## src/core/pst_pkg.sv

```systemverilog
// Package of constants and types for the sync trigger and slot control block
package pst_pkg;

    // ************************************************************
    // Timing constants
    // ************************************************************
    localparam int CLK_PERIOD_PS        = 4000;   // 250 MHz system clock
    localparam int BLANK_MIN_NS         = 121000; // Shortest blanking window
    localparam int BLANK_MAX_NS         = 135000; // Longest blanking window
    // Blanking aims at the middle of the window, rounded up to whole cycles
    localparam int BLANK_CYC            =
        ((BLANK_MIN_NS + BLANK_MAX_NS) / 2 * 1000 + CLK_PERIOD_PS - 1)
        / CLK_PERIOD_PS;
    localparam int SYNC_PERIOD_MIN_NS   = 250000; // Far side spacing, least
    localparam int SYNC_PERIOD_TYP_NS   = 500000; // Far side spacing, typical
    localparam int PULSE_MIN_PS         = 17670000; // Far side pulse, least
    localparam int PULSE_MAX_NS         = 62000;    // Far side pulse, most
    localparam int ASYNC_PERIOD_NS      = 500000;   // Free-running period
    localparam int ASYNC_PERIOD_CYC     =
        ASYNC_PERIOD_NS * 1000 / CLK_PERIOD_PS;

    // ************************************************************
    // Configuration field layout and reset values
    // ************************************************************
    localparam int    INIT_BLOCKS_SHORT = 22;  // Extended bit clear
    localparam int    INIT_BLOCKS_LONG  = 32;  // Extended bit set
    localparam logic [1:0] SLOT_RST     = 2'h0;
    localparam int    DATA_W            = 16;
    localparam int    HALF_W            = 8;
    localparam int    ANGLE_W           = 14;

    // ************************************************************
    // Modes and commands
    // ************************************************************
    typedef enum logic [1:0] {
        PST_BUS_POINT    = 2'b00,  // Point to point
        PST_BUS_UNIVERSAL = 2'b01, // Universal bus
        PST_BUS_PARALLEL = 2'b10,  // Parallel bus
        PST_BUS_DAISY    = 2'b11   // Daisy chain, refused
    } pst_bus_e;

    typedef enum logic [1:0] {
        PST_CMD_NONE  = 2'b00,
        PST_CMD_WRITE = 2'b01,  // Write one setting byte
        PST_CMD_READ  = 2'b10   // Read a measurement value
    } pst_cmd_e;

    localparam logic [1:0] RD_FIELD = 2'h0;  // Field magnitude
    localparam logic [1:0] RD_AGC   = 2'h1;  // Gain control value
    localparam logic [1:0] RD_ANGLE = 2'h2;  // Angle

    // Non-volatile settings image
    typedef struct packed {
        logic                 async_mode;    // Free-running transmission
        logic                 legacy_10bit;  // Old protocol version
        logic                 wide_16bit;    // 16-bit word, else 12-bit
        logic                 extended_init; // 32 init blocks, else 22
        logic [1:0]           bus_mode;      // pst_bus_e code
        logic [1:0]           bus_slot_select;
        logic [ANGLE_W-1:0]   start_pos;     // Zero angle
        logic [ANGLE_W-1:0]   stop_pos;      // Maximum angle
    } pst_cfg_s;

    // Programming channel command after byte decoding
    typedef struct packed {
        logic       valid;
        logic [1:0] cmd;
        logic [3:0] addr;
        logic [7:0] data;
    } pst_prog_s;

    // Measurement values from the datapath
    typedef struct packed {
        logic [15:0]        field_magnitude;
        logic [7:0]         agc;
        logic [ANGLE_W-1:0] angle;
    } pst_meas_s;

    // Programming addresses of settings bytes
    localparam logic [3:0] PA_MODE     = 4'h0;
    localparam logic [3:0] PA_START_LO = 4'h1;
    localparam logic [3:0] PA_START_HI = 4'h2;
    localparam logic [3:0] PA_STOP_LO  = 4'h3;
    localparam logic [3:0] PA_STOP_HI  = 4'h4;

endpackage

```

## src/core/pst_core.sv

```systemverilog
// Sync trigger detection, blanking, slot selection and programming control
`timescale 1ns/1ps
module pst_core #(
    parameter int BLANK_CYCLES = pst_pkg::BLANK_CYC,
    parameter int ASYNC_CYCLES = pst_pkg::ASYNC_PERIOD_CYC
) (
    // Clock and reset
    input  wire logic                sys_clk_i,
    input  wire logic                sys_rst_i,
    // Analog trigger comparator
    input  wire logic                trig_cmp_i,
    // Programming channel and measurements
    input  wire pst_pkg::pst_prog_s  prog_i,
    input  wire pst_pkg::pst_meas_s  meas_i,
    input  wire logic                prog_mode_i,
    // Data word to send
    input  wire logic [15:0]         word_i,
    // Outputs
    output logic                     trig_o,
    output logic                     frame_start_o,
    output logic [7:0]               frame_data_o,
    output logic                     frame_half_o,
    output logic [1:0]               slot_o,
    output logic [5:0]               init_blocks_o,
    output logic                     otp_we_o,
    output logic [3:0]               otp_addr_o,
    output logic [7:0]               otp_data_o,
    output logic                     rd_valid_o,
    output logic [15:0]              rd_data_o,
    output pst_pkg::pst_cfg_s        cfg_o,
    output logic                     bus_err_o
);

    // ************************************************************
    // Trigger synchroniser and edge detect
    // ************************************************************
    logic        sync1_r;  // First stage, read only by second stage
    logic        sync2_r;
    logic        sync3_r;  // Delayed copy for the edge detector
    logic [16:0] blank_cnt_r;  // Blanking countdown
    logic        rise;
    logic        blanking;

    // Two flops guard against a metastable comparator edge
    always_ff @(posedge sys_clk_i) begin
        if (sys_rst_i) begin
            sync1_r <= 1'b0;
            sync2_r <= 1'b0;
            sync3_r <= 1'b0;
        end else begin
            sync1_r <= trig_cmp_i;
            sync2_r <= sync1_r;
            sync3_r <= sync2_r;
        end
    end

    assign rise     = sync2_r & ~sync3_r;
    assign blanking = (blank_cnt_r != 17'h0);

    // Count down from the accepted edge; EMC bursts hit nothing meanwhile
    always_ff @(posedge sys_clk_i) begin
        if (sys_rst_i) begin
            blank_cnt_r <= 17'h0;
        end else if (rise && !blanking) begin
            blank_cnt_r <= 17'(BLANK_CYCLES);
        end else if (blanking) begin
            blank_cnt_r <= blank_cnt_r - 17'h1;
        end
    end

    // Accepted trigger pulse
    always_ff @(posedge sys_clk_i) begin
        if (sys_rst_i) begin
            trig_o <= 1'b0;
        end else begin
            trig_o <= rise & ~blanking;
        end
    end

    // ************************************************************
    // Settings image written by programming
    // ************************************************************
    pst_pkg::pst_cfg_s cfg_r;

    // Only in programming mode; one-time memory sees each write
    always_ff @(posedge sys_clk_i) begin
        if (sys_rst_i) begin
            cfg_r <= '0;
            cfg_r.bus_slot_select <= pst_pkg::SLOT_RST;
        end else if (prog_mode_i && prog_i.valid
                     && prog_i.cmd == pst_pkg::PST_CMD_WRITE) begin
            unique case (prog_i.addr)
                pst_pkg::PA_MODE: begin
                    cfg_r.async_mode      <= prog_i.data[0];
                    cfg_r.legacy_10bit    <= prog_i.data[1];
                    cfg_r.wide_16bit      <= prog_i.data[2];
                    cfg_r.extended_init   <= prog_i.data[3];
                    cfg_r.bus_mode        <= prog_i.data[5:4];
                    cfg_r.bus_slot_select <= prog_i.data[7:6];
                end
                pst_pkg::PA_START_LO: begin
                    cfg_r.start_pos[7:0] <= prog_i.data;
                end
                pst_pkg::PA_START_HI: begin
                    cfg_r.start_pos[13:8] <= prog_i.data[5:0];
                end
                pst_pkg::PA_STOP_LO: begin
                    cfg_r.stop_pos[7:0] <= prog_i.data;
                end
                pst_pkg::PA_STOP_HI: begin
                    cfg_r.stop_pos[13:8] <= prog_i.data[5:0];
                end
                default: begin
                    cfg_r <= cfg_r;  // Other bytes only reach the memory
                end
            endcase
        end
    end

    assign cfg_o = cfg_r;

    // Forward each write made in programming mode to the one-time memory port
    always_ff @(posedge sys_clk_i) begin
        if (sys_rst_i) begin
            otp_we_o   <= 1'b0;
            otp_addr_o <= 4'h0;
            otp_data_o <= 8'h00;
        end else begin
            otp_we_o   <= prog_mode_i && prog_i.valid
                          && prog_i.cmd == pst_pkg::PST_CMD_WRITE;
            otp_addr_o <= prog_i.addr;
            otp_data_o <= prog_i.data;
        end
    end

    // Measurement read-back
    always_ff @(posedge sys_clk_i) begin
        if (sys_rst_i) begin
            rd_valid_o <= 1'b0;
            rd_data_o  <= 16'h0;
        end else begin
            rd_valid_o <= prog_mode_i && prog_i.valid
                          && prog_i.cmd == pst_pkg::PST_CMD_READ;
            unique case (prog_i.addr[1:0])
                pst_pkg::RD_FIELD: rd_data_o <= meas_i.field_magnitude;
                pst_pkg::RD_AGC:   rd_data_o <= {8'h0, meas_i.agc};
                pst_pkg::RD_ANGLE: rd_data_o <= {2'h0, meas_i.angle};
                default:           rd_data_o <= 16'h0;
            endcase
        end
    end

    // ************************************************************
    // Bus mode, slot and init length
    // ************************************************************
    // Daisy chain addressing is not built; flag it and send no frames
    assign bus_err_o = (cfg_r.bus_mode == pst_pkg::PST_BUS_DAISY);
    // Legacy asynchronous sends in a single slot only
    assign slot_o = (cfg_r.async_mode && cfg_r.legacy_10bit) ?
                    2'h0 : cfg_r.bus_slot_select;
    assign init_blocks_o = cfg_r.extended_init ?
        6'(pst_pkg::INIT_BLOCKS_LONG) :
        6'(pst_pkg::INIT_BLOCKS_SHORT);

    // ************************************************************
    // Frame scheduling
    // ************************************************************
    logic [19:0] period_cnt_r;  // Free-running period timer
    logic        period_tick;
    logic        half_r;        // Which half of a split word is next
    logic        split;

    assign period_tick = (period_cnt_r == 20'h0);
    assign split = cfg_r.async_mode && cfg_r.legacy_10bit;

    // Asynchronous period timer
    always_ff @(posedge sys_clk_i) begin
        if (sys_rst_i || !cfg_r.async_mode) begin
            period_cnt_r <= 20'(ASYNC_CYCLES - 1);
        end else if (period_tick) begin
            period_cnt_r <= 20'(ASYNC_CYCLES - 1);
        end else begin
            period_cnt_r <= period_cnt_r - 20'h1;
        end
    end

    // Frame launch: trigger in sync mode, timer in async mode
    always_ff @(posedge sys_clk_i) begin
        if (sys_rst_i) begin
            frame_start_o <= 1'b0;
            frame_data_o  <= 8'h00;
            frame_half_o  <= 1'b0;
            half_r        <= 1'b0;
        end else begin
            frame_start_o <= 1'b0;
            if ((cfg_r.async_mode ? period_tick
                 : (rise && !blanking)) && !bus_err_o) begin
                frame_start_o <= 1'b1;
                frame_half_o  <= split & half_r;
                if (split) begin
                    // Low half first, high half next period
                    frame_data_o <= half_r ? word_i[15:8]
                                           : word_i[7:0];
                    half_r       <= ~half_r;
                end else begin
                    frame_data_o <= word_i[7:0];
                    half_r       <= 1'b0;
                end
            end
        end
    end

    // ************************************************************
    // Assertions
    // ************************************************************
    logic [16:0] blank_seen_r;  // Cycles since the last accepted trigger

    // Starts saturated so the first trigger after reset is free; follows
    // the parameter so a shortened blanking is checked just as tightly
    always_ff @(posedge sys_clk_i) begin
        if (sys_rst_i) begin
            blank_seen_r <= 17'(BLANK_CYCLES);
        end else if (trig_o) begin
            blank_seen_r <= 17'h0;
        end else if (blank_seen_r < 17'(BLANK_CYCLES)) begin
            blank_seen_r <= blank_seen_r + 17'h1;
        end
    end

    AST_BLANK: assert property (
        @(posedge sys_clk_i) disable iff (sys_rst_i)
        trig_o |-> blank_seen_r >= 17'(BLANK_CYCLES))
        else $error("trigger inside blanking window");
    AST_REFUSE: assert property (
        @(posedge sys_clk_i) disable iff (sys_rst_i)
        rise && blanking |=> !trig_o)
        else $error("edge accepted while blanking");
    AST_SYNC: assert property (
        @(posedge sys_clk_i) disable iff (sys_rst_i)
        trig_o |-> $past(sync2_r) && !$past(sync3_r))
        else $error("trigger without synchronised edge");
    AST_SLOT: assert property (
        @(posedge sys_clk_i) disable iff (sys_rst_i)
        split |-> slot_o == 2'h0)
        else $error("legacy async uses extra slot");
    AST_SPLIT: assert property (
        @(posedge sys_clk_i) disable iff (sys_rst_i)
        frame_start_o && $past(split)
        |-> frame_data_o == (frame_half_o ? $past(word_i[15:8])
                                          : $past(word_i[7:0])))
        else $error("split word half out of place");
    AST_DAISY: assert property (
        @(posedge sys_clk_i) disable iff (sys_rst_i)
        bus_err_o |=> !frame_start_o)
        else $error("frame sent in daisy chain mode");
    AST_INIT: assert property (
        @(posedge sys_clk_i) disable iff (sys_rst_i)
        init_blocks_o == (cfg_r.extended_init ? 6'h20 : 6'h16))
        else $error("wrong init block count");
    AST_OTP: assert property (
        @(posedge sys_clk_i) disable iff (sys_rst_i)
        prog_mode_i && prog_i.valid && prog_i.cmd == pst_pkg::PST_CMD_WRITE
        |=> otp_we_o && otp_addr_o == $past(prog_i.addr)
            && otp_data_o == $past(prog_i.data))
        else $error("programming write lost");
    AST_READ: assert property (
        @(posedge sys_clk_i) disable iff (sys_rst_i)
        prog_mode_i && prog_i.valid && prog_i.cmd == pst_pkg::PST_CMD_READ
        && prog_i.addr[1:0] == pst_pkg::RD_ANGLE
        |=> rd_valid_o && rd_data_o == {2'h0, $past(meas_i.angle)})
        else $error("angle read wrong");
    AST_START: assert property (
        @(posedge sys_clk_i) disable iff (sys_rst_i)
        prog_mode_i && prog_i.valid && prog_i.cmd == pst_pkg::PST_CMD_WRITE
        && prog_i.addr == pst_pkg::PA_START_LO
        |=> cfg_r.start_pos[7:0] == $past(prog_i.data))
        else $error("start position not stored");

    COV_TRIG:  cover property (@(posedge sys_clk_i) trig_o);
    COV_ASYNC: cover property (@(posedge sys_clk_i)
        frame_start_o && cfg_r.async_mode);
    COV_HALF:  cover property (@(posedge sys_clk_i)
        frame_start_o && frame_half_o);
    COV_READ:  cover property (@(posedge sys_clk_i) rd_valid_o);

endmodule

```

## config.mk

```make
export PLATFORM = sky130hd
export DESIGN_NAME = pst_core
export DESIGN_NICKNAME = d
export VERILOG_FILES = /design/src/core/pst_pkg.sv /design/src/core/pst_core.sv
export SDC_FILE = /design/constraint.sdc
export NUM_CORES = 1
export LEC_CHECK = 0
export ABC_CLOCK_PERIOD_IN_PS = 2200
export BUFFER_PORTS_ARGS = -buffer_cell sky130_fd_sc_hd__buf_4
export CORE_ASPECT_RATIO = 0.75
export CORE_MARGIN = 2
export CORE_UTILIZATION = 46
export DETAILED_ROUTE_END_ITERATION = 10
export PLACE_DENSITY = 0.86
export SETUP_SLACK_MARGIN = 0.02
export SLEW_MARGIN = 20
export SYNTH_ARGS = -nofsm -noshare
export SYNTH_HDL_FRONTEND = slang
export SYNTH_SLANG_ARGS = --single-unit
```

## constraint.sdc

```tcl
create_clock -name sys_clk_i -period 2.2 [get_ports sys_clk_i]
set_input_delay 0.44 -clock sys_clk_i [delete_from_list [all_inputs] [get_ports sys_clk_i]]
set_output_delay 0.44 -clock sys_clk_i [all_outputs]
set_load 0.05 [all_outputs]
```

# --- After elaboration in Yosys (flattened, before gate mapping) ---
# Cells that the tools add are included.
totals:
  elab_cells: 75
  out_inout_bits: 86
  register_bits: 118
op_classes:
  addsub: 2
  n_bitwise: 6
  n_eq_ne: 9
  reduce_logical: 22
  mux: 10
ops:
  columns: ["cell", "count"]
  rows:
  - ["16-bit one-hot mux with 3 select lines", 1]
  - ["15-bit two-way mux", 2]
  - ["20-bit logical NOT", 1]
  - ["20-bit by 1-bit subtractor with 20-bit output, second input constant", 1]
  - ["17-bit nonzero test", 1]
  - ["17-bit by 1-bit subtractor with 17-bit output, second input constant", 1]
  - ["8-bit two-way mux", 2]
  - ["2-bit AND reduction", 5]
  - ["4-bit by 2-bit == test with 1-bit output, second input constant", 2]
  - ["2-bit == test, second input constant", 3]
  - ["1-bit logical AND", 6]
  - ["6-bit two-way mux", 1]
  - ["2-bit by 1-bit == test with 1-bit output, second input constant", 2]
  - ["4-bit by 1-bit == test with 1-bit output, second input constant", 1]
  - ["4-bit by 3-bit == test with 1-bit output, second input constant", 1]
  - ["4-bit logical NOT", 1]
  - ["2-bit OR reduction", 2]
  - ["1-bit AND", 3]
  - ["1-bit logical NOT", 3]
  - ["1-bit two-way mux", 3]
  - ["1-bit NOT", 3]
  - ["2-bit logical NOT", 1]
  - ["2-bit two-way mux", 1]
  - ["2-bit nonzero test", 1]
  - ["1-bit logical OR", 1]

# --- Depth between registers and ports, before layout ---
logic_depth:
  depth_word: 6
  ltp_mapped: 8
  depth_no_buf: 6

# --- Worst setup path before layout ---
# OpenSTA, ideal clock, no wires.
synth_timing:
  kind: "flip-flop to flip-flop"
  start: "register cfg_r, in the netlist cfg_o[31]"
  end: "register frame_data_o[0]"
  setup_slack_ns: -0.268
  period_less_slack_ns: 2.468
  path_buffers: 0
  stages_incl_launch_ff: 5
  t_arrival_ns: 2.347
  path_cell_list: "dfxtp_1 > and2_1 > nor4_1 > a22oi_1 > mux2_2"
synth_between:
  elab_chain_len: 3
synth_rtl:
  columns: ["element", "line_no", "rtl"]
  rows:
  - ["start: declaration", "pst_core.sv:83", "pst_pkg::pst_cfg_s cfg_r;"]
  - ["start signal: assignment", "pst_core.sv:114", "cfg_r <= cfg_r;"]
  - ["2-bit == test", "pst_core.sv:157", "assign bus_err_o = (cfg_r.bus_mode == pst_pkg::PST_BUS_DAISY);"]
  - ["via bus_err_o", "pst_core.sv:31", "output logic bus_err_o"]
  - ["1-bit logical NOT", "pst_core.sv:197", ": (rise && !blanking)) && !bus_err_o) begin"]
  - ["1-bit logical AND", "pst_core.sv:197", null]
  - ["end signal: assignment", "pst_core.sv:202", "frame_data_o <= half_r ? word_i[15:8]"]
  - ["end signal: assignment", "pst_core.sv:206", "frame_data_o <= word_i[7:0];"]
  - ["end: declaration", "pst_core.sv:21", "output logic [7:0] frame_data_o,"]
# The timed path passes the listed nets, and every way through them passes these cells.
# A chain may end at the register's enable or synchronous reset.

# --- Final worst setup path ---
layout_timing:
  start: "register blank_cnt_r[8]"
  end: "register blank_cnt_r[15]"
layout_between:
  elab_chain_len: 4
layout_rtl:
  columns: ["element", "line_no", "rtl"]
  rows:
  - ["start: declaration", "pst_core.sv:40", "logic [16:0] blank_cnt_r;"]
  - ["start signal: assignment", "pst_core.sv:65", "blank_cnt_r <= 17'(BLANK_CYCLES);"]
  - ["start signal: assignment", "pst_core.sv:67", "blank_cnt_r <= blank_cnt_r - 17'h1;"]
  - ["branches (longest 4 deep; another with 17-bit by 1-bit subtractor with 17-bit output)", null, null]
# Several ways; the timed one is not identified.

==> flow_summary_export.csv <==
group,metric,value,unit
die,boundaryPins,159,
die,dieWidth,124.3,µm
sta,layout_worst_path_cycle_share,96.00,%
sta,final-hold-violation-count,0,
critical_path,crit_family,"simple AND/OR/NAND/NOR gates",
final_layout,finish.cell_count_without_fillers,841,
synth,ys_async_sr_fraction,0,%
critical_path,crit_chain,"or4_4 > or4_4 > or4_4 > a21oi_2",
detailed_routing,wire_per_inst,15.61,µm
die,die_outline_area,0.01171,mm²
detailed_routing,drt.antenna.violating_nets,0,
clock_tree,holdBufCountCts,0,
detailed_routing,detail_route.first_pass.iterations,4,
detailed_routing,drc,0,
detailed_routing,routed_via_density,5.278,
detailed_routing,finalWirelength,13.12,mm
final_layout,layout.cell_area.non_filler,0.007068,mm²
detailed_routing,vias,4439,
final_layout,layout_common_cells,"sky130_fd_sc_hd__buf_4, sky130_fd_sc_hd__dfxtp_1, sky130_fd_sc_hd__nor2_1, sky130_fd_sc_hd__mux2i_1, sky130_fd_sc_hd__nand2b_1",
critical_path,cp_common_cell,"sky130_fd_sc_hd__or4_4",
clock_tree,tritoncts_num_sinks,118,
sta,grt_setup_unrepaired,"true",
clock_tree,cts-root-to-sink-buffers,2,
die,placeableCoreArea,0.01041,mm²
sta,finClkSkew,0.005036,ns
sta,maxSlewHeadroom,62.53,%
synth,netlist_area,0.004992,mm²
synth,synth-edff-count,0,
power_and_ir_drop,p_switching,0.002180,W
placed_design,post-place-ws,-0.03647,ns
global_routing,via_count_of_the_first_global_routing_pass,4392,
critical_path,cp.arrival,2.45,ns
clock_tree,tritoncts,"yes",
flow_run,max-cap-violations,0,
global_routing,grt_util_all_layers,22.51,%
sta,achievable-frequency,473.5,MHz
die,die_h,94.22,µm
placed_design,gp_routability_congestion,0.8896,
power_and_ir_drop,cell_internal_pwr,0.005322,W
final_layout,insertedDiodeCount,0,
power_and_ir_drop,switching_share,29.06,%
critical_path,timing.critical_path.slowest_cell_delay,0.54,ns
clock_tree,clock_tree.htree_level_count,4,
placed_design,numPlacedInstances,810,
placed_design,post_dp_cell_area,0.006407,mm²
synth,synthesis.yosys.warnings,0,
critical_path,setup.worst_path.end_class,"register",
power_and_ir_drop,power.density_cell_area,1061,mW/mm²
worst_hold_path,hold_path_class,"primary input to register",
synth,synth_cell_type_count,55,
final_layout,layout-drive-gt1-share,35.89,%
critical_path,worst_r2r_path_depth,4,
power_and_ir_drop,fin_total_pwr,0.007503,W
synth,yosys_register_bits,118,
sta,finalWorstSetupSlack,0.08793,ns
clock_tree,clk_latency,0.40,ns
sta,final_period_minus_worst_setup_slack,2.112,ns
power_and_ir_drop,vdd_ir_drop_max,0.6276,mV
synth,synthesis.instances,522,
synth,synth.avg_cell_area,9.564,µm²
global_routing,grt_max_degree,38,
synth,ys_dominant_reg_cell,"sky130_fd_sc_hd__dfxtp_1",
global_routing,first_pass_grt_wire_length,21.20,mm
outcome,run_status,"finished, final reports clean",
critical_path,worstPathMaxFanout,6,
die,rows,32,
placed_design,post-dp-hpwl,9.479,mm
critical_path,cp.required,2.54,ns
placed_design,io_buffers,156,
worst_hold_path,hold-path-cell-count,2,
final_layout,num-nets-final,769,
final_layout,mostFrequentLayoutCell,"sky130_fd_sc_hd__buf_4",
clock_tree,clockRootBuffer,"sky130_fd_sc_hd__clkbuf_16",
clock_tree,path_clk_slew,0.05,ns
critical_path,worst_setup_path_start_kind,"register",
sta,tns_setup,0,ns
power_and_ir_drop,pwr-share-clk,40.3,%
clock_tree,total_clock_buffers_created_by_cts,17,
global_routing,grt_antenna_before_repair,0,
sta,setup_viol_count_final,0,
die,start_util,47.96,%
final_layout,area.growth.synth_to_final,41.58,%
power_and_ir_drop,lkg_pwr,3.215,nW
final_layout,number_of_filler_instances_in_the_final_layout,765,
critical_path,crit_type,"register to register",
critical_path,cp.depth,4,
power_and_ir_drop,pwr-share-comb,27.1,%
synth,synth_sequential_area_ratio,47.32,%
critical_path,timing.critical_path.slowest_stage_cell,"sky130_fd_sc_hd__or4_4",
detailed_routing,dr.first_iter.drc_count,275,
critical_path,path_buf_inv,0,
sta,maxSlewViolCount,0,
sta,tightest_slew,0.5621,ns
global_routing,grt_overflow_total,0,
power_and_ir_drop,share_seq_of_total_power,32.6,%
clock_tree,cts.repair_timing.setup_buffer_count,0,
## synth_stat cells (5+ instances only)
| master | n | share of area, % |
|---|---|---|
| sky130_fd_sc_hd__nand2b_1 | 26 | 3.3 |
| sky130_fd_sc_hd__or3_1 | 8 | 1.0 |
| sky130_fd_sc_hd__nand3_1 | 8 | 0.80 |
| sky130_fd_sc_hd__buf_1 | 5 | 0.38 |
| sky130_fd_sc_hd__nor2b_1 | 19 | 2.4 |
| sky130_fd_sc_hd__or4_1 | 12 | 1.8 |
| sky130_fd_sc_hd__and2_1 | 5 | 0.63 |
| sky130_fd_sc_hd__o31ai_1 | 8 | 1.2 |
| sky130_fd_sc_hd__mux2_2 | 10 | 2.3 |
| sky130_fd_sc_hd__clkbuf_1 | 19 | 1.4 |
| sky130_fd_sc_hd__dfxtp_1 | 118 | 47 |
| sky130_fd_sc_hd__nand2_1 | 14 | 1.1 |
| sky130_fd_sc_hd__a21oi_1 | 25 | 2.5 |
| sky130_fd_sc_hd__mux2i_1 | 58 | 12 |
| sky130_fd_sc_hd__nor4_1 | 7 | 0.88 |
| sky130_fd_sc_hd__xor2_1 | 6 | 1.1 |
| sky130_fd_sc_hd__nor2_1 | 73 | 5.5 |
| sky130_fd_sc_hd__nor3_1 | 11 | 1.1 |
| sky130_fd_sc_hd__or2_2 | 8 | 1.0 |
| sky130_fd_sc_hd__buf_4 | 5 | 0.75 |
| sky130_fd_sc_hd__inv_1 | 15 | 1.1 |
## state kept, by name, indices dropped and copies added, names as in the netlist
register       count
otp_data_o         8
rd_data_o         16
frame_start_o      1
sync3_r            1
frame_half_o       1
cfg_o             36
sync2_r            1
frame_data_o       8
blank_cnt_r       17
sync1_r            1
half_r             1
period_cnt_r      20
trig_o             1
otp_we_o           1
otp_addr_o         4
rd_valid_o         1
## power groups by stage
stage / sequential, W / clock (W) / combinational, W
floorplan: 0.00258 / 0 / 0.00124
global placement: 0.00246 / 0 / 0.00186
detailed placement: 0.00248 / 0 / 0.00193
CTS: 0.00243 / 0.00307 / 0.00196
global route: 0.00247 / 0.00316 / 0.00219
finish: 0.00244 / 0.00302 / 0.00204
## cell families (layout without fill, tap and decap cells)
family	after synthesis	after routing	share of synthesized area (%)
other	1	2	0.07512
AND/OR/NAND/NOR	220	220	25.04
adder cells (fa/ha/maj)	3	3	0.7520
multiplexers	68	68	13.88
XOR/XNOR	9	9	1.579
flip-flops	118	118	47.32
AO/OA/AOI/OAI	57	57	7.344
buffers and inverters	46	228	4.010
## cell type report
cell class / count / area, µm² / area share (%)
Multi-Input combinational cell: 359 / 2454 / 34.71
Sequential cell: 118 / 2362 / 33.42
Timing Repair Buffer: 182 / 1379 / 19.51
Clock buffer: 22 / 474.2 / 6.709
Clock inverter: 9 / 172.7 / 2.443
Tap cell: 136 / 170.2 / 2.408
Inverter: 15 / 56.30 / 0.7966
## per-layer routing
| layer | global-route usage (%) | part of all wire (%) |
|---|---|---|
| met1 | 26.63 | 42 |
| met2 | 38.66 | 49 |
| met3 | 6.435 | 7.2 |
| met4 | 9.457 | 1.8 |
| met5 | 0 | 0 |
## worst paths after layout
| kind | startpoint | to | slack, ns |
|---|---|---|---|
| max | blank_cnt_r[8]$_SDFFE_PP0P_ | blank_cnt_r[15]$_SDFFE_PP0N_ | 0.09 |
| min | trig_cmp_i | sync1_r$_SDFF_PP0_ | 0.25 |
| min reg2reg | period_cnt_r[0]$_SDFF_PP1_ | period_cnt_r[0]$_SDFF_PP1_ | 0.40 |
| max reg2reg | blank_cnt_r[8]$_SDFFE_PP0P_ | blank_cnt_r[15]$_SDFFE_PP0N_ | 0.09 |
## per-stage QoR
| step | utilization, % | hold WS, ns |
|---|---|---|
| 6_report | 67.90 | 0.2458 |
| 5_1_grt | 67.90 | 0.2361 |
| 3_5_place_dp | 61.55 | 0.3921 |
| 2_1_floorplan | - | 0.3707 |
| 3_3_place_gp | 61.55 | 0.3801 |
| 4_1_cts | 67.79 | 0.2360 |
## timing repair
item | CTS | global route
endpoints found under the setup margin | 3 | 14
resized for setup | 1 | 3
pin swaps | 0 | 1
Note: power is estimated with default switching activity, not from simulation.
